$ cat src/core/usrt_defs.svh
// Register offsets, field positions, reset values and timing counts of the serial core
`ifndef USRT_DEFS_SVH
`define USRT_DEFS_SVH

// Register byte offsets on the APB bus
`define USRT_OFF_DATA 8'h00
`define USRT_OFF_CSA 8'h04
`define USRT_OFF_CSB 8'h08
`define USRT_OFF_CSC 8'h0c
`define USRT_OFF_BAUD 8'h10

// control_status_a fields
`define USRT_A_RXC 7
`define USRT_A_TXC 6
`define USRT_A_UDRE 5
`define USRT_A_PERR 2
`define USRT_A_DBL 1

// control_status_b fields
`define USRT_B_RXCIE 7
`define USRT_B_TXCIE 6
`define USRT_B_UDRIE 5
`define USRT_B_RXEN 4
`define USRT_B_TXEN 3
`define USRT_B_SZ2 2
`define USRT_B_RXB8 1
`define USRT_B_TXB8 0

// control_status_c fields
`define USRT_C_SYNC 6
`define USRT_C_PEN 5
`define USRT_C_PODD 4
`define USRT_C_STOP2 3
`define USRT_C_SZ_HI 2
`define USRT_C_SZ_LO 1

// Reset values
`define USRT_RST_B 8'h00
`define USRT_RST_C 8'h06
`define USRT_RST_BAUD 12'h000

// Character size codes and bit counts
`define USRT_SZ_NINE 3'd7
`define USRT_BITS_NINE 4'd9
`define USRT_BITS_MIN 4'd5
`define USRT_BITS_DFLT 4'd8

// Oversampling: last phase of a bit and middle of a bit, normal and double speed
`define USRT_OVS_NORM 4'd15
`define USRT_OVS_DBL 4'd7
`define USRT_MID_NORM 4'd7
`define USRT_MID_DBL 4'd3

`endif

$ cat src/core/usrt_pkg.sv
// Types shared by the serial core: frame configuration and state machine codes
package usrt_pkg;

  // Frame format and clocking as software set it
  typedef struct packed {
    logic sync;
    logic dbl;
    logic par_en;
    logic par_odd;
    logic two_stop;
    logic [2:0] size;
  } usrt_cfg_t;

  // Transmitter states
  typedef enum logic [4:0] {
    USRT_TX_IDLE = 5'b00001,
    USRT_TX_START = 5'b00010,
    USRT_TX_DATA = 5'b00100,
    USRT_TX_PAR = 5'b01000,
    USRT_TX_STOP = 5'b10000
  } usrt_tx_state_t;

  // Receiver states
  typedef enum logic [4:0] {
    USRT_RX_IDLE = 5'b00001,
    USRT_RX_START = 5'b00010,
    USRT_RX_DATA = 5'b00100,
    USRT_RX_PAR = 5'b01000,
    USRT_RX_STOP = 5'b10000
  } usrt_rx_state_t;

endpackage : usrt_pkg

$ cat src/core/usrt_core.sv
// Serial transmitter and receiver core with APB register access
//
// The address map and the APB interface to the registers were chosen for this implementation.
`timescale 1ns/1ps
`include "usrt_defs.svh"

// What this block does
// - Parity is the XOR of the data bits, inverted for odd parity.
// - The parity bit sits after the last data bit, before the first stop bit.
// - While transmit is enabled the core drives the transmit pin.
// - In synchronous mode the serial clock pin clocks the transmitter.
// - Writing the data register loads the transmit buffer.
// - Buffer moves to the shifter when idle or right after the last stop bit.
// - A loaded shifter sends one whole frame at the selected bit rate.
// - Unused upper data bits are ignored for short characters.
// - Empty flag is high while the transmit buffer is empty.
// - Empty interrupt requests last while flag, enable and global enable are set.
// - Writing the data register clears the empty flag.
// - Transmit complete sets after a frame ends with the buffer empty.
// - Transmit complete clears on interrupt service or on writing one.
// - Transmit complete interrupt requests while flag and enables are set.
// - Parity enabled inserts the parity bit between data and stop bits.
// - Transmit disable waits for shifter and buffer to empty, then releases the pin.
// - Receive enable takes over the receive pin.
// - After a valid start bit each bit is sampled through the first stop bit.
// - The first stop bit moves the received character into the receive buffer.
// - Unused upper bits of a short received character read as zero.
// - Frame: low start, data LSB first, optional parity, one or two high stops.
// - The odd select bit picks even or odd parity for both directions.
// - Stop select picks one or two transmitted stop bits.
// - Receive complete is high while unread data sits in the receive buffer.
module usrt_core #(
  parameter int BAUD_W = 12
) (
  input wire logic pclk,
  input wire logic presetn,
  input wire logic psel,
  input wire logic penable,
  input wire logic pwrite,
  input wire logic [7:0] paddr,
  input wire logic [31:0] pwdata,
  output logic [31:0] prdata,
  output logic pready,
  output logic pslverr,
  input wire logic rxd_pin,
  input wire logic xck_pin,
  input wire logic global_int_enable,
  input wire logic txc_int_ack,
  output logic txd_out,
  output logic txd_oe,
  output logic rxd_takeover,
  output logic irq_udre,
  output logic irq_txc,
  output logic irq_rxc
);
  import usrt_pkg::*;

  //////////////////////////////////////////////////////////////////////////////
  // Helper functions

  // Number of data bits for a size code
  function automatic logic [3:0] data_bits(input logic [2:0] code);
    if (code == `USRT_SZ_NINE) begin
      data_bits = `USRT_BITS_NINE;
    end else if (code[2]) begin
      data_bits = `USRT_BITS_DFLT;
    end else begin
      data_bits = `USRT_BITS_MIN + {2'b00, code[1:0]};
    end
  endfunction : data_bits

  // Keep only the character's own bits
  function automatic logic [8:0] char_mask(input logic [8:0] d, input logic [3:0] n);
    logic [8:0] m;
    m = 9'h1ff >> (`USRT_BITS_NINE - n);
    char_mask = d & m;
  endfunction : char_mask

  // Parity over the character bits
  function automatic logic par_of(input logic [8:0] d, input logic [3:0] n, input logic odd);
    par_of = (^char_mask(d, n)) ^ odd;
  endfunction : par_of

  // Mapped register address
  function automatic logic addr_hit(input logic [7:0] a);
    addr_hit = (a == `USRT_OFF_DATA) || (a == `USRT_OFF_CSA) || (a == `USRT_OFF_CSB) ||
               (a == `USRT_OFF_CSC) || (a == `USRT_OFF_BAUD);
  endfunction : addr_hit

  //////////////////////////////////////////////////////////////////////////////
  // Declarations

  logic [7:0] csb_reg;
  logic [7:0] csc_reg;
  logic dbl_reg;
  logic [BAUD_W-1:0] baud_reg;
  logic [BAUD_W-1:0] baud_cnt_reg;
  logic [31:0] prdata_reg;
  logic rxd_meta_reg;
  logic rxd_sync_reg;
  logic xck_meta_reg;
  logic xck_sync_reg;
  logic xck_prev_reg;
  usrt_cfg_t cfg;
  logic [3:0] nbits;
  logic apb_setup;
  logic apb_wr;
  logic apb_rd;
  logic data_wr;
  logic data_rd;
  logic baud_wr;
  logic base_tick;
  logic xck_rise;
  logic xck_fall;
  logic [3:0] bit_last;
  logic [3:0] bit_mid;
  // Transmitter
  usrt_tx_state_t tx_state_reg;
  logic [3:0] tx_phase_reg;
  logic [8:0] tx_shift_reg;
  logic [3:0] tx_cnt_reg;
  logic tx_par_reg;
  logic tx_stop_more_reg;
  logic tx_line_reg;
  logic [8:0] txbuf_reg;
  logic txbuf_full_reg;
  logic txc_reg;
  logic txen_eff_reg;
  logic tx_tick;
  logic tx_load;
  logic tx_done;
  // Receiver
  usrt_rx_state_t rx_state_reg;
  logic [3:0] rx_phase_reg;
  logic [8:0] rx_shift_reg;
  logic [3:0] rx_cnt_reg;
  logic rx_par_reg;
  logic [8:0] rxbuf_reg;
  logic rx_perr_reg;
  logic rxc_reg;
  logic rx_sample;
  logic rx_done;
  logic [8:0] rx_aligned;
  logic rxen;
  logic [31:0] rd_val;

  //////////////////////////////////////////////////////////////////////////////
  // Configuration and decode

  // Frame format gathered from the control registers
  assign cfg = '{sync: csc_reg[`USRT_C_SYNC], dbl: dbl_reg, par_en: csc_reg[`USRT_C_PEN],
                 par_odd: csc_reg[`USRT_C_PODD], two_stop: csc_reg[`USRT_C_STOP2],
                 size: {csb_reg[`USRT_B_SZ2], csc_reg[`USRT_C_SZ_HI:`USRT_C_SZ_LO]}};
  assign nbits = data_bits(cfg.size);
  assign rxen = csb_reg[`USRT_B_RXEN];

  // APB phases and register strobes
  assign apb_setup = psel & ~penable;
  assign apb_wr = psel & penable & pwrite;
  assign apb_rd = psel & penable & ~pwrite;
  assign data_wr = apb_wr & (paddr == `USRT_OFF_DATA);
  assign data_rd = apb_rd & (paddr == `USRT_OFF_DATA);
  assign baud_wr = apb_wr & (paddr == `USRT_OFF_BAUD);
  assign pready = 1'b1;
  assign pslverr = psel & penable & ~addr_hit(paddr);
  assign prdata = prdata_reg;

  //////////////////////////////////////////////////////////////////////////////
  // Pin synchronisers and clock edges

  // Two flops on each pin before use
  always_ff @(posedge pclk or negedge presetn) begin
    if (!presetn) begin
      rxd_meta_reg <= 1'b1;
      rxd_sync_reg <= 1'b1;
      xck_meta_reg <= 1'b0;
      xck_sync_reg <= 1'b0;
      xck_prev_reg <= 1'b0;
    end else begin
      rxd_meta_reg <= rxd_pin;
      rxd_sync_reg <= rxd_meta_reg;
      xck_meta_reg <= xck_pin;
      xck_sync_reg <= xck_meta_reg;
      xck_prev_reg <= xck_sync_reg;
    end
  end

  // Serial clock edges: transmit changes on rise, receive samples on fall
  assign xck_rise = cfg.sync & xck_sync_reg & ~xck_prev_reg;
  assign xck_fall = cfg.sync & ~xck_sync_reg & xck_prev_reg;

  //////////////////////////////////////////////////////////////////////////////
  // Baud divider

  // Down-counter reloads on zero or on a divisor write
  always_ff @(posedge pclk or negedge presetn) begin
    if (!presetn) begin
      baud_cnt_reg <= '0;
    end else if (baud_wr || baud_cnt_reg == '0) begin
      baud_cnt_reg <= baud_wr ? pwdata[BAUD_W-1:0] : baud_reg;
    end else begin
      baud_cnt_reg <= baud_cnt_reg - 1'b1;
    end
  end

  assign base_tick = ~cfg.sync & (baud_cnt_reg == '0);
  assign bit_last = cfg.dbl ? `USRT_OVS_DBL : `USRT_OVS_NORM;
  assign bit_mid = cfg.dbl ? `USRT_MID_DBL : `USRT_MID_NORM;

  //////////////////////////////////////////////////////////////////////////////
  // Register file

  // Control registers and divisor
  always_ff @(posedge pclk or negedge presetn) begin
    if (!presetn) begin
      csb_reg <= `USRT_RST_B;
      csc_reg <= `USRT_RST_C;
      dbl_reg <= 1'b0;
      baud_reg <= `USRT_RST_BAUD;
    end else if (apb_wr) begin
      unique case (paddr)
        `USRT_OFF_CSA: dbl_reg <= pwdata[`USRT_A_DBL];
        `USRT_OFF_CSB: csb_reg <= pwdata[7:0] & ~(8'h01 << `USRT_B_RXB8);
        `USRT_OFF_CSC: csc_reg <= pwdata[7:0] & 8'h7f;
        `USRT_OFF_BAUD: baud_reg <= pwdata[BAUD_W-1:0];
        default: ;
      endcase
    end
  end

  // Read value; received ninth bit shows in control_status_b
  always_comb begin
    rd_val = '0;
    unique case (paddr)
      `USRT_OFF_DATA: rd_val[7:0] = rxbuf_reg[7:0];
      `USRT_OFF_CSA: begin
        rd_val[`USRT_A_RXC] = rxc_reg;
        rd_val[`USRT_A_TXC] = txc_reg;
        rd_val[`USRT_A_UDRE] = ~txbuf_full_reg;
        rd_val[`USRT_A_PERR] = rx_perr_reg;
        rd_val[`USRT_A_DBL] = dbl_reg;
      end
      `USRT_OFF_CSB: begin
        rd_val[7:0] = csb_reg;
        rd_val[`USRT_B_RXB8] = rxbuf_reg[8];
      end
      `USRT_OFF_CSC: rd_val[7:0] = csc_reg;
      `USRT_OFF_BAUD: rd_val[BAUD_W-1:0] = baud_reg;
      default: rd_val = '0;
    endcase
  end

  // Read data captured in the setup phase
  always_ff @(posedge pclk or negedge presetn) begin
    if (!presetn) begin
      prdata_reg <= '0;
    end else if (apb_setup && !pwrite) begin
      prdata_reg <= rd_val;
    end
  end

  //////////////////////////////////////////////////////////////////////////////
  // Transmit buffer and flags

  // Bit period end for the transmitter
  assign tx_tick = cfg.sync ? xck_rise : (base_tick && tx_phase_reg == bit_last);
  assign tx_done = tx_tick && tx_state_reg == USRT_TX_STOP && !tx_stop_more_reg;
  assign tx_load = tx_tick && txbuf_full_reg && txen_eff_reg &&
                   (tx_state_reg == USRT_TX_IDLE || tx_done);

  // Buffer: a write wins over a load in the same cycle
  always_ff @(posedge pclk or negedge presetn) begin
    if (!presetn) begin
      txbuf_reg <= '0;
      txbuf_full_reg <= 1'b0;
    end else if (data_wr) begin
      txbuf_reg <= {csb_reg[`USRT_B_TXB8], pwdata[7:0]};
      txbuf_full_reg <= 1'b1;
    end else if (tx_load) begin
      txbuf_full_reg <= 1'b0;
    end
  end

  // Transmit complete: set wins over either clear
  always_ff @(posedge pclk or negedge presetn) begin
    if (!presetn) begin
      txc_reg <= 1'b0;
    end else if (tx_done && !txbuf_full_reg) begin
      txc_reg <= 1'b1;
    end else if (txc_int_ack || (apb_wr && paddr == `USRT_OFF_CSA && pwdata[`USRT_A_TXC])) begin
      txc_reg <= 1'b0;
    end
  end

  // Enable stays in force until shifter and buffer are empty
  always_ff @(posedge pclk or negedge presetn) begin
    if (!presetn) begin
      txen_eff_reg <= 1'b0;
    end else if (csb_reg[`USRT_B_TXEN]) begin
      txen_eff_reg <= 1'b1;
    end else if (tx_state_reg == USRT_TX_IDLE && !txbuf_full_reg) begin
      txen_eff_reg <= 1'b0;
    end
  end

  //////////////////////////////////////////////////////////////////////////////
  // Transmit shifter

  // Bit phase counter in async mode
  always_ff @(posedge pclk or negedge presetn) begin
    if (!presetn) begin
      tx_phase_reg <= '0;
    end else if (base_tick) begin
      tx_phase_reg <= (tx_phase_reg == bit_last) ? 4'd0 : tx_phase_reg + 4'd1;
    end
  end

  // Frame sequencer: start, data LSB first, parity, stop bits
  always_ff @(posedge pclk or negedge presetn) begin
    if (!presetn) begin
      tx_state_reg <= USRT_TX_IDLE;
      tx_shift_reg <= '0;
      tx_cnt_reg <= '0;
      tx_par_reg <= 1'b0;
      tx_stop_more_reg <= 1'b0;
      tx_line_reg <= 1'b1;
    end else if (tx_load) begin
      tx_shift_reg <= char_mask(txbuf_reg, nbits);
      tx_par_reg <= par_of(txbuf_reg, nbits, cfg.par_odd);
      tx_cnt_reg <= nbits - 4'd1;
      tx_line_reg <= 1'b0;
      tx_state_reg <= USRT_TX_START;
    end else if (tx_tick) begin
      unique case (tx_state_reg)
        USRT_TX_IDLE: tx_line_reg <= 1'b1;
        USRT_TX_START: begin
          tx_line_reg <= tx_shift_reg[0];
          tx_shift_reg <= tx_shift_reg >> 1;
          tx_state_reg <= USRT_TX_DATA;
        end
        USRT_TX_DATA: begin
          if (tx_cnt_reg == 4'd1 || tx_cnt_reg == 4'd0) begin
            if (tx_cnt_reg == 4'd1) begin
              tx_line_reg <= tx_shift_reg[0];
              tx_cnt_reg <= 4'd0;
            end else if (cfg.par_en) begin
              tx_line_reg <= tx_par_reg;
              tx_state_reg <= USRT_TX_PAR;
            end else begin
              tx_line_reg <= 1'b1;
              tx_stop_more_reg <= cfg.two_stop;
              tx_state_reg <= USRT_TX_STOP;
            end
          end else begin
            tx_line_reg <= tx_shift_reg[0];
            tx_shift_reg <= tx_shift_reg >> 1;
            tx_cnt_reg <= tx_cnt_reg - 4'd1;
          end
        end
        USRT_TX_PAR: begin
          tx_line_reg <= 1'b1;
          tx_stop_more_reg <= cfg.two_stop;
          tx_state_reg <= USRT_TX_STOP;
        end
        USRT_TX_STOP: begin
          if (tx_stop_more_reg) begin
            tx_stop_more_reg <= 1'b0;
          end else begin
            tx_state_reg <= USRT_TX_IDLE;
          end
        end
      endcase
    end
  end

  // Pin override while the transmitter is in force
  assign txd_oe = txen_eff_reg;
  assign txd_out = tx_line_reg;

  //////////////////////////////////////////////////////////////////////////////
  // Receiver

  // Sample strobe: middle of the start bit, then once per bit period
  assign rx_sample = cfg.sync ? xck_fall :
                     (base_tick && rx_phase_reg == (rx_state_reg == USRT_RX_START ?
                                                    bit_mid : bit_last));
  assign rx_done = rx_sample && rx_state_reg == USRT_RX_STOP;
  assign rx_aligned = rx_shift_reg >> (`USRT_BITS_NINE - nbits);

  // Phase counter restarts at each sample
  always_ff @(posedge pclk or negedge presetn) begin
    if (!presetn) begin
      rx_phase_reg <= '0;
    end else if (rx_state_reg == USRT_RX_IDLE || rx_sample) begin
      rx_phase_reg <= '0;
    end else if (base_tick) begin
      rx_phase_reg <= rx_phase_reg + 4'd1;
    end
  end

  // Frame receiver; disabling drops any frame in progress
  always_ff @(posedge pclk or negedge presetn) begin
    if (!presetn) begin
      rx_state_reg <= USRT_RX_IDLE;
      rx_shift_reg <= '0;
      rx_cnt_reg <= '0;
      rx_par_reg <= 1'b0;
    end else if (!rxen) begin
      rx_state_reg <= USRT_RX_IDLE;
    end else begin
      unique case (rx_state_reg)
        USRT_RX_IDLE: begin
          if (!cfg.sync && !rxd_sync_reg) begin
            rx_state_reg <= USRT_RX_START;
          end else if (xck_fall && !rxd_sync_reg) begin
            rx_cnt_reg <= nbits - 4'd1;
            rx_state_reg <= USRT_RX_DATA;
          end
        end
        USRT_RX_START: begin
          if (rx_sample) begin
            rx_cnt_reg <= nbits - 4'd1;
            rx_state_reg <= rxd_sync_reg ? USRT_RX_IDLE : USRT_RX_DATA;
          end
        end
        USRT_RX_DATA: begin
          if (rx_sample) begin
            rx_shift_reg <= {rxd_sync_reg, rx_shift_reg[8:1]};
            rx_cnt_reg <= rx_cnt_reg - 4'd1;
            if (rx_cnt_reg == 4'd0) begin
              rx_state_reg <= cfg.par_en ? USRT_RX_PAR : USRT_RX_STOP;
            end
          end
        end
        USRT_RX_PAR: begin
          if (rx_sample) begin
            rx_par_reg <= rxd_sync_reg;
            rx_state_reg <= USRT_RX_STOP;
          end
        end
        USRT_RX_STOP: begin
          if (rx_sample) begin
            rx_state_reg <= USRT_RX_IDLE;
          end
        end
      endcase
    end
  end

  // Receive buffer: flush on disable, a new frame wins over a read
  always_ff @(posedge pclk or negedge presetn) begin
    if (!presetn) begin
      rxbuf_reg <= '0;
      rx_perr_reg <= 1'b0;
      rxc_reg <= 1'b0;
    end else if (!rxen) begin
      rxc_reg <= 1'b0;
      rx_perr_reg <= 1'b0;
    end else if (rx_done) begin
      rxbuf_reg <= char_mask(rx_aligned, nbits);
      rx_perr_reg <= cfg.par_en & (rx_par_reg ^ par_of(rx_aligned, nbits, cfg.par_odd));
      rxc_reg <= 1'b1;
    end else if (data_rd) begin
      rxc_reg <= 1'b0;
    end
  end

  assign rxd_takeover = rxen;

  //////////////////////////////////////////////////////////////////////////////
  // Interrupt requests

  // Level requests gated by their enables and the global enable
  assign irq_udre = global_int_enable & csb_reg[`USRT_B_UDRIE] & ~txbuf_full_reg;
  assign irq_txc = global_int_enable & csb_reg[`USRT_B_TXCIE] & txc_reg;
  assign irq_rxc = global_int_enable & csb_reg[`USRT_B_RXCIE] & rxc_reg;

endmodule : usrt_core

$ cat config.mk
export PLATFORM = sky130hd
export DESIGN_NAME = usrt_core
export DESIGN_NICKNAME = d
export VERILOG_FILES = /design/src/core/usrt_pkg.sv /design/src/core/usrt_core.sv
export VERILOG_INCLUDE_DIRS = /design/src /design/src/core
export SDC_FILE = /design/constraint.sdc
export NUM_CORES = 1
export LEC_CHECK = 0
export BUFFER_PORTS_ARGS = -buffer_cell sky130_fd_sc_hd__buf_2
export CAP_MARGIN = 20
export CORE_MARGIN = 2
export CORE_UTILIZATION = 30
export CTS_CLUSTER_DIAMETER = 30
export DETAILED_ROUTE_END_ITERATION = 12
export PLACE_DENSITY = 0.54
export SLEW_MARGIN = 20
export SYNTH_ARGS = -nofsm -noshare
export SYNTH_HDL_FRONTEND = slang
export SYNTH_SLANG_ARGS = --single-unit
export TNS_END_PERCENT = 20
$ cat constraint.sdc
create_clock -name pclk -period 6.15 [get_ports pclk]
set_clock_uncertainty 0.05 [all_clocks]
set_input_delay 0.9225 -clock pclk [delete_from_list [all_inputs] [get_ports pclk]]
set_output_delay 0.9225 -clock pclk [all_outputs]
set_load 0.005 [all_outputs]
==> results.cfg, run 1 <==
[outcome]
status = finished, final reports clean

[logic_synthesis]
avgSynthCellArea_sq_um = 9.79
ys.flop_type = dfrtp_1
synth_seq_area_share_pct = 43.0
synth_warnings = 0
syn_area_sq_mm = 0.00740
synth.distinct_cells = 83
synth_enable_flop_cells = 0
synthCells = 756
ys_ff_latch = 127
async_reset_ff_share_pct = 100

[global_route]
grt_use_total_pct = 14.4
antenna_found_initial = 0
first_global_vias = 5403
grt_start_max_net_pins = 88
grt_pass1_wl_mm = 29.3
overflow = 0

[sta]
worst_slack_ns = 1.81
rsz0062_at_grt = false
max_slew_margin_pct = 43.2
fin_crit_sh_pct = 70.5
setup_tns_ns = 0
min_period_ns = 4.34
hold_viol_final = 0
worst_pin_slew_ns = 0.853
slew_violations = 0
fmax_mhz = 231
setup_viol = 0

[floorplan]
die_width_um = 161
die-area_sq_mm = 0.0260
initial_core_util_pct = 30.5
die_h_um = 161
fp.coreArea_sq_mm = 0.0242
pin_count = 89
std_cell_rows = 57

[layout]
drive_gt1_share_pct = 22.9
fin_nets = 853
area_growth_pct = 13.6
diodes = 0

[route]
dr_wl_met3_um = 690
wl_met1_mm = 8.99
highest_layer = met4
via_per_inst = 4.95
route.met2.wl_mm = 8.18
dr.pass1.iters = 5
wl_mm = 18.1
drc = 0
drt_iter0_markers = 409
vias = 5577
wl_per_cell_um = 16.0
ant_nets = 0

[power_and_ir_drop]
p_per_area_mw_per_mm2 = 257
power_frac_seq_pct = 44.7
p_sw_share_pct = 28.3
clkPwrFrac_pct = 44.4
p_leak_nw = 3.83
ir_worst_vdd_uv = 169
p_int_mw = 1.55
comb_power_share_pct = 10.8
p_sw_mw = 0.612

[placed_design]
numPortBuffers = 47
place_congestion = 0.840
dp_slack_ns = 1.87
dp_hpwl_mm = 13.1

[hold_path]
hp-class = register to register
holdPathStages = 0

[cts]
holdBufCountCts = 0
insertion_delay_ns = 0.43
cts_made_buffers = 17
clk_pin_slew_ns = 0.06
cts_buffer_depth = 2
post_cts_buffers = 0
ctsResizeCount = 0
cts_root_buf = clkbuf_16
cts_sinks = 127
cts_tree = built
htree_levels = 4

[run]
drv_cap = 0

[critical_path]
worstPathMaxFanout = 17
worstPathRequired_ns = 6.42
critPathBufInv = 2
cp_slowest_stage_delay_ns = 0.75
cp-end-kind = register
slowest_stage = dfstp_2
r2r_cells = 12
cpLargestDelayFamily = adder cells
worstSetupPathType = register to register
path_cells = ha_1 > nor2b_1 > inv_1 > ha_1 > ha_1 > inv_1 > or3_1 > o311ai_0 > xnor2_1 > xnor3_1 > xnor2_1 > o31ai_1
crit_cells = 12
worst_path_most_repeated_cell = ha_1
crit_arrival_ns = 4.61
start_kind = register
[cell usage after synthesis (all sizes together) (4+ instances only)]
cell,count,area [sq um]
nor4,11,68.8
nand4,4,25.0
a21oi,34,178
o22ai,6,51.3
dfrtp,120,3000
inv,29,109
o41ai,4,42.6
nand2,82,315
nor2b,6,37.5
dfstp,7,184
mux2i,19,190
and2,4,27.5
clkbuf,23,86.3
a21o,4,30.0
nor2,64,243
buf,32,220
nand2b,9,56.3
xor2,15,131
a22o,8,70.1
a31oi,8,50.1
or3,7,48.8
xnor2,20,175
nand3,23,115
and3,11,68.8
nand3b,7,52.6
nor3,21,121
ha,15,188
mux2,70,788
o21ai,37,189
[cell families (layout without fill, tap and decap cells)]
group | Yosys count | count (layout) | share of synthesized area, %
XOR/XNOR | 36 | 36 | 4.44
AO/OA/AOI/OAI | 138 | 138 | 13.0
other | 2 | 21 | 0.101
multiplexers | 90 | 90 | 13.5
buffers and inverters | 85 | 112 | 5.66
adder cells (fa/ha/maj) | 15 | 15 | 2.54
flip-flops | 127 | 127 | 43.0
AND/OR/NAND/NOR | 263 | 263 | 17.7
[layout make-up]
| class | count | area, sq um |
|---|---|---|
| Clock buffer | 18 | 439 |
| Clock inverter | 14 | 124 |
| Fill cell | 2494 | 15800 |
| Inverter | 30 | 113 |
| Multi-Input combinational cell | 563 | 3870 |
| Sequential cell | 127 | 3190 |
| Tap cell | 324 | 405 |
| Timing Repair Buffer | 50 | 264 |
[path summary, 6_finish.rpt]
check	slack [ns]	end	start
min	0.30	xck_sync_reg	xck_meta_reg
max reg2reg	1.81	rx_perr_reg	csc_reg[1]
max in group asynchronous	4.45	csc_reg[2]	presetn
min reg2reg	0.30	xck_sync_reg	xck_meta_reg
min in group asynchronous	0.52	tx_cnt_reg[3]	presetn
max	1.81	rx_perr_reg	csc_reg[1]
[through the flow]
step,util (%),hold WS [ns],cell area (sq um),cells,power (mW)
after floorplan,-,0.281,7470,775,1.14
after global placement,32.3,0.282,7840,1094,1.21
after detailed placement,32.3,0.286,7840,1094,1.22
after CTS,34.7,0.301,8410,1126,2.19
after global routing,34.7,0.308,8410,1126,2.27
final,34.7,0.301,8410,1126,2.16
[layer usage]
metal  vias up  global-route usage, %
met4         0                   3.94
met2       131                   21.8
met5         -                      0
li1       2731                      -
met3        17                   3.00
met1      2698                   20.7
[placed cells by master, fill, tap and decap left out, types with 17 or more instances in the layout]
cell type and n:
dfrtp_1 120, nand2_1 79, mux2_2 69, nor2_1 63, buf_2 46, o21ai_0 35
a21oi_1 32, inv_1 29, nand3_1 23, conb_1 21, xnor2_1 20, mux2i_1 19
nor3_1 19, clkbuf_16 17
[power by group through the flow]
stage / Sequential (mW) / Combinational, mW / Clock (mW)
4_1_cts: 0.966 / 0.240 / 0.985
2_1_floorplan: 0.963 / 0.182 / 0
5_1_grt: 0.978 / 0.270 / 1.02
3_5_place_dp: 0.981 / 0.236 / 0
6_report: 0.968 / 0.235 / 0.961
3_3_place_gp: 0.980 / 0.231 / 0
(Power assumes the default switching activity.)
==> run 2: changes to the inputs <==
==> constraint.sdc (replaced) <==
create_clock -name pclk -period 4.4 [get_ports pclk]
set_clock_uncertainty 0.05 [all_clocks]
set_input_delay 0.66 -clock pclk [delete_from_list [all_inputs] [get_ports pclk]]
set_output_delay 0.66 -clock pclk [all_outputs]
set_load 0.005 [all_outputs]
==> run 2 against run 1 <==
Maximum frequency increased by 14%. Worst setup slack got worse by 1.2 ns. Sequential power is 39% higher. Total power is 48% higher. Sequential cell count did not move. Largest power group is now the clock network. Hold slack got worse by 0.25 ns. Sequential share of layout area down 0.62 points. Non-clock buffer count up 6. Final cell count up 0.53%. Core utilization grew 0.58 points. Via count increased by 1.4%. First-iteration DRC count fell by 8.1%.
==> results.cfg, run 2 (synthesized netlist as in run 1, its figures left out) <==
[critical_path]
crit-reg2reg-capture = rx_perr_reg
cp-end-kind = register
startpoint = csc_reg[2]
crit-reg2reg-launch = csc_reg[2]
worstSetupPathType = register to register
crit_cells = 11
rrSetupSlack_ns = 0.61
critPathBufInv = 2
crit_arrival_ns = 4.07
r2r_cells = 11
slowest_stage = dfstp_2
worstPathRequired_ns = 4.68
path_cells = ha_1 > nor2b_1 > inv_1 > ha_1 > ha_1 > buf_4 > o311ai_0 > xnor2_1 > xnor3_1 > xnor2_1 > o31ai_1
worstPathMaxFanout = 10
worst_path_most_repeated_cell = ha_1
crit_path_end = rx_perr_reg
cpLargestDelayFamily = adder cells
cp_slowest_stage_delay_ns = 0.55
start_kind = register

[global_route]
grt_start_max_net_pins = 106
antenna_found_initial = 0
first_global_vias = 5496
grt_pass1_wl_mm = 29.8
grt_use_total_pct = 14.6
overflow = 0

[route]
wl_mm = 18.1
drc = 0
wl_per_cell_um = 16.0
ant_nets = 0
vias = 5656
via_per_inst = 5.00
dr.pass1.iters = 5
drt_iter0_markers = 376

[sta]
fmax_mhz = 264
rsz0062_at_grt = false
worst_slack_ns = 0.610
slew_violations = 0
min_period_ns = 3.79
hold_slack_ns = 0.0462
setup_tns_ns = 0
max_slew_margin_pct = 28.1
worst_pin_slew_ns = 1.05
hold_viol_final = 0
setup_viol = 0
fin_crit_sh_pct = 86.1

[floorplan]
die-area_sq_mm = 0.0260
initial_core_util_pct = 30.5
fp.coreArea_sq_mm = 0.0242
die_width_um = 161
die_h_um = 161
pin_count = 89
std_cell_rows = 57

[cts]
cts_sinks = 127
holdBufCountCts = 0
cts_made_buffers = 17
post_cts_buffers = 0
htree_levels = 4
cts_tree = built
cts_buffer_depth = 2
ctsResizeCount = 0
clk_pin_slew_ns = 0.06
insertion_delay_ns = 0.42
cts_root_buf = clkbuf_16

[hold_path]
hp-class = input port to asynchronous set/reset pin

[placed_design]
place_congestion = 0.840
numPortBuffers = 47
placed_area_sq_mm = 0.00788
dp_hpwl_mm = 13.2
dp_slack_ns = 0.565

[outcome]
status = finished, final reports clean

[layout]
drive_gt1_share_pct = 23.5
diodes = 0
area_growth_pct = 15.4
layout_commonest_cell = dfrtp_1
final_cell_mix = dfrtp_1, nand2_1, mux2_2
nFillCells = 2474
seqCellArea_sq_mm = 0.00319
fin_nets = 859
design_area_sq_mm = 0.00855
multi_input_area_sq_mm = 0.00387

[power_and_ir_drop]
comb_power_share_pct = 10.3
power_frac_seq_pct = 42.1
p_sw_mw = 0.814
p_int_mw = 2.40
ir_worst_vdd_uv = 220
p_leak_nw = 3.90
p_sw_share_pct = 25.3
p_per_area_mw_per_mm2 = 376
clkPwrFrac_pct = 47.6

[run]
drv_cap = 0
==> run 2: worst register-to-register path, stage by stage, from the launching register on <==
cell and delay, ns:
dfstp_2 0.55, ha_1 0.33, nor2b_1 0.37, inv_1 0.17
ha_1 0.25, ha_1 0.42, buf_4 0.22, o311ai_0 0.55
xnor2_1 0.20, xnor3_1 0.25, xnor2_1 0.14, o31ai_1 0.18
==> run 2: per-layer routing <==
metal  global-route usage (%)  wire length (um)  part of all wire, %
met5                        0                 0                    0
met3                     2.36               648                  3.6
met2                     22.4              8250                   45
met1                     20.4              8900                   49
met4                     5.93               335                  1.8
==> run 2: power by group through the flow <==
stage | clock (mW) | sequential (mW) | combinational (mW)
floorplan | 0 | 1.35 | 0.254
global placement | 0 | 1.37 | 0.330
detailed placement | 0 | 1.37 | 0.335
CTS | 1.55 | 1.35 | 0.337
global route | 1.61 | 1.37 | 0.388
finish | 1.53 | 1.35 | 0.332
==> run 2: cell type report <==
class	count	share of cell area, %
multi-input combinational	563	45.3
clock inverter	13	2.17
timing repair buffer	56	3.85
tap	324	4.74
sequential	127	37.3
inverter	30	1.32
clock buffer	19	5.30
==> run 2: per-stage QoR <==
| stage | std cells | util, % | total power, mW |
|---|---|---|---|
| after floorplan | 775 | - | 1.60 |
| after global placement | 1099 | 32.5 | 1.70 |
| after detailed placement | 1099 | 32.5 | 1.71 |
| after CTS | 1131 | 35.1 | 3.24 |
| after global routing | 1132 | 35.2 | 3.37 |
| final | 1132 | 35.2 | 3.21 |
==> run 2: worst min path at each step <==
| stage | startpoint | end | slack, ns | cells past startpoint |
|---|---|---|---|---|
| after global routing | presetn | tx_cnt_reg[3] | 0.06 | 1 |
| final | presetn | tx_cnt_reg[3] | 0.05 | 1 |
| after global placement | xck_meta_reg | xck_sync_reg | 0.28 | 0 |
| after detailed placement | xck_meta_reg | xck_sync_reg | 0.29 | 0 |
| after floorplan | xck_meta_reg | xck_sync_reg | 0.28 | 0 |
| after CTS | rxd_pin | rxd_meta_reg | 0.27 | 1 |
==> run 3: changes to the inputs <==
--- a/config.mk
+++ b/config.mk
@@ -8,11 +8,11 @@
 export LEC_CHECK = 0
 export BUFFER_PORTS_ARGS = -buffer_cell sky130_fd_sc_hd__buf_2
 export CAP_MARGIN = 20
-export CORE_MARGIN = 2
-export CORE_UTILIZATION = 30
+export CORE_MARGIN = 4
+export CORE_UTILIZATION = 50
 export CTS_CLUSTER_DIAMETER = 30
 export DETAILED_ROUTE_END_ITERATION = 12
-export PLACE_DENSITY = 0.54
+export PLACE_DENSITY = 0.77
 export SLEW_MARGIN = 20
 export SYNTH_ARGS = -nofsm -noshare
 export SYNTH_HDL_FRONTEND = slang
==> run 3 against run 2 <==
Via count up 2.9%. Final cell count is 12% lower. Die area decreased by 35%. Non-clock buffer count unchanged. Hold slack improved by 0.24 ns. Final area decreased by 2.5%. Total power shrank 1.3%. Wire length is 3.1% lower. Largest power group unchanged. Clock-buffer cell count up 1. Register-to-register slack improved by 0.03 ns. Sequential power about the same. Combinational power grew 4%.
==> results.cfg, run 3 (synthesized netlist as in run 1, its figures left out) <==
[layout]
fin_nets = 859
nFillCells = 1217
fin_util_pct = 57.3
seqCellArea_sq_mm = 0.00319
drive_gt1_share_pct = 23.4
diodes = 0
layout_commonest_cell = dfrtp_1
multi_input_area_sq_mm = 0.00387
final_cell_mix = dfrtp_1, nand2_1, mux2_2
finalNonFillerCells = 991
area_growth_pct = 12.5

[floorplan]
die-area_sq_mm = 0.0168
pin_count = 89
std_cell_rows = 44
die_h_um = 130
die_width_um = 130
fp.coreArea_sq_mm = 0.0145
initial_core_util_pct = 50.9

[critical_path]
worst_path_most_repeated_cell = ha_1
worstSetupPathType = register to register
r2r_cells = 11
critPathBufInv = 2
path_cells = ha_1 > nor2b_1 > inv_1 > ha_1 > ha_1 > buf_4 > o311ai_0 > xnor2_1 > xnor3_1 > xnor2_1 > o31ai_1
crit-reg2reg-capture = rx_perr_reg
cp-end-kind = register
crit-reg2reg-launch = csc_reg[2]
startpoint = csc_reg[2]
start_kind = register
worstPathMaxFanout = 12
cp_slowest_stage_delay_ns = 0.55
crit_arrival_ns = 4.04
rrSetupSlack_ns = 0.64
worstPathRequired_ns = 4.68
slowest_stage = dfstp_2
cpLargestDelayFamily = adder cells

[sta]
hold_viol_final = 0
setup_tns_ns = 0
fin_crit_sh_pct = 85.4
worst_pin_slew_ns = 1.12
fmax_mhz = 266
slew_violations = 0
min_period_ns = 3.76
max_slew_margin_pct = 23.6
rsz0062_at_grt = false
setup_viol = 0

[hold_path]
hold_end = rxd_meta_reg
holdPathStages = 1
hp-class = input port to register
min_from = rxd_pin

[global_route]
grt_use_total_pct = 21.6
grt_start_max_net_pins = 71
overflow = 0
grt_pass1_wl_mm = 28.5
first_global_vias = 5486
antenna_found_initial = 0

[power_and_ir_drop]
ir_worst_vdd_uv = 305
p_per_area_mw_per_mm2 = 380
p_total_mw = 3.17
p_leak_nw = 3.89

[cts]
post_cts_buffers = 0
cts_made_buffers = 17
clk_pin_slew_ns = 0.06
cts_root_buf = clkbuf_16
insertion_delay_ns = 0.42
cts_tree = built
ctsResizeCount = 0
cts_buffer_depth = 2
htree_levels = 4
holdBufCountCts = 0
cts_sinks = 127

[route]
wl_per_cell_um = 17.7
dr.pass1.iters = 5
via_per_inst = 5.87
vias = 5822
wl_mm = 17.6
drc = 0
ant_nets = 0
drt_iter0_markers = 421

[placed_design]
numPortBuffers = 47
place_congestion = 0.943
dp_hpwl_mm = 12.6
dp_cells = 960

[outcome]
status = finished, final reports clean

[run]
drv_cap = 0
==> run 3: cell types whose count changed in the layout (fill, tap and decap cells not counted) <==
cell,previous run,this run
bufinv_16,4,3
clkbuf_8,2,3
inv_6,1,4
clkinv_4,3,1
buf_16,1,0
buf_4,8,10
clkinv_2,3,1
buf_6,1,0
==> run 3: area by class of cell <==
class | instances | share of cell area, %
Multi-Input combinational cell | 563 | 46.5
Tap cell | 184 | 2.76
Timing Repair Buffer | 56 | 3.66
Sequential cell | 127 | 38.3
Clock inverter | 11 | 1.85
Inverter | 30 | 1.35
Clock buffer | 20 | 5.60
==> run 3: per-layer routing <==
layer | vias to the layer above | track usage (%) | routed length (um) | part of all wire (%)
met5 | - | 0 | 0 | 0
met4 | 0 | 6.60 | 272 | 1.5
met3 | 28 | 5.44 | 972 | 5.5
met2 | 175 | 34.2 | 8540 | 49
met1 | 2873 | 29.3 | 7780 | 44
li1 | 2746 | - | - | -
==> run 3: power by group <==
part	internal, mW	total [mW]	switching, mW
clock	0.939	1.48	0.536
sequential	1.25	1.35	0.0983
combinational	0.166	0.344	0.178
==> run 3: worst max-delay path by stage <==
stage	endpoint	cells after the start
CTS	rx_perr_reg	11
floorplan	rx_perr_reg	14
detailed placement	rx_perr_reg	11
global placement	rx_perr_reg	11
finish	rx_perr_reg	11
global route	rx_perr_reg	11
==> run 3: per-stage QoR <==
| step | cell area [sq um] | worst slack, ns | hold slack [ns] |
|---|---|---|---|
| 5_1_grt | 8330 | 0.414 | 0.280 |
| 4_1_cts | 8330 | 0.628 | 0.273 |
| 2_1_floorplan | 7470 | 1.01 | 0.281 |
| 6_report | 8330 | 0.641 | 0.285 |
| 3_5_place_dp | 7710 | 0.631 | 0.293 |
| 3_3_place_gp | 7710 | 0.773 | 0.284 |
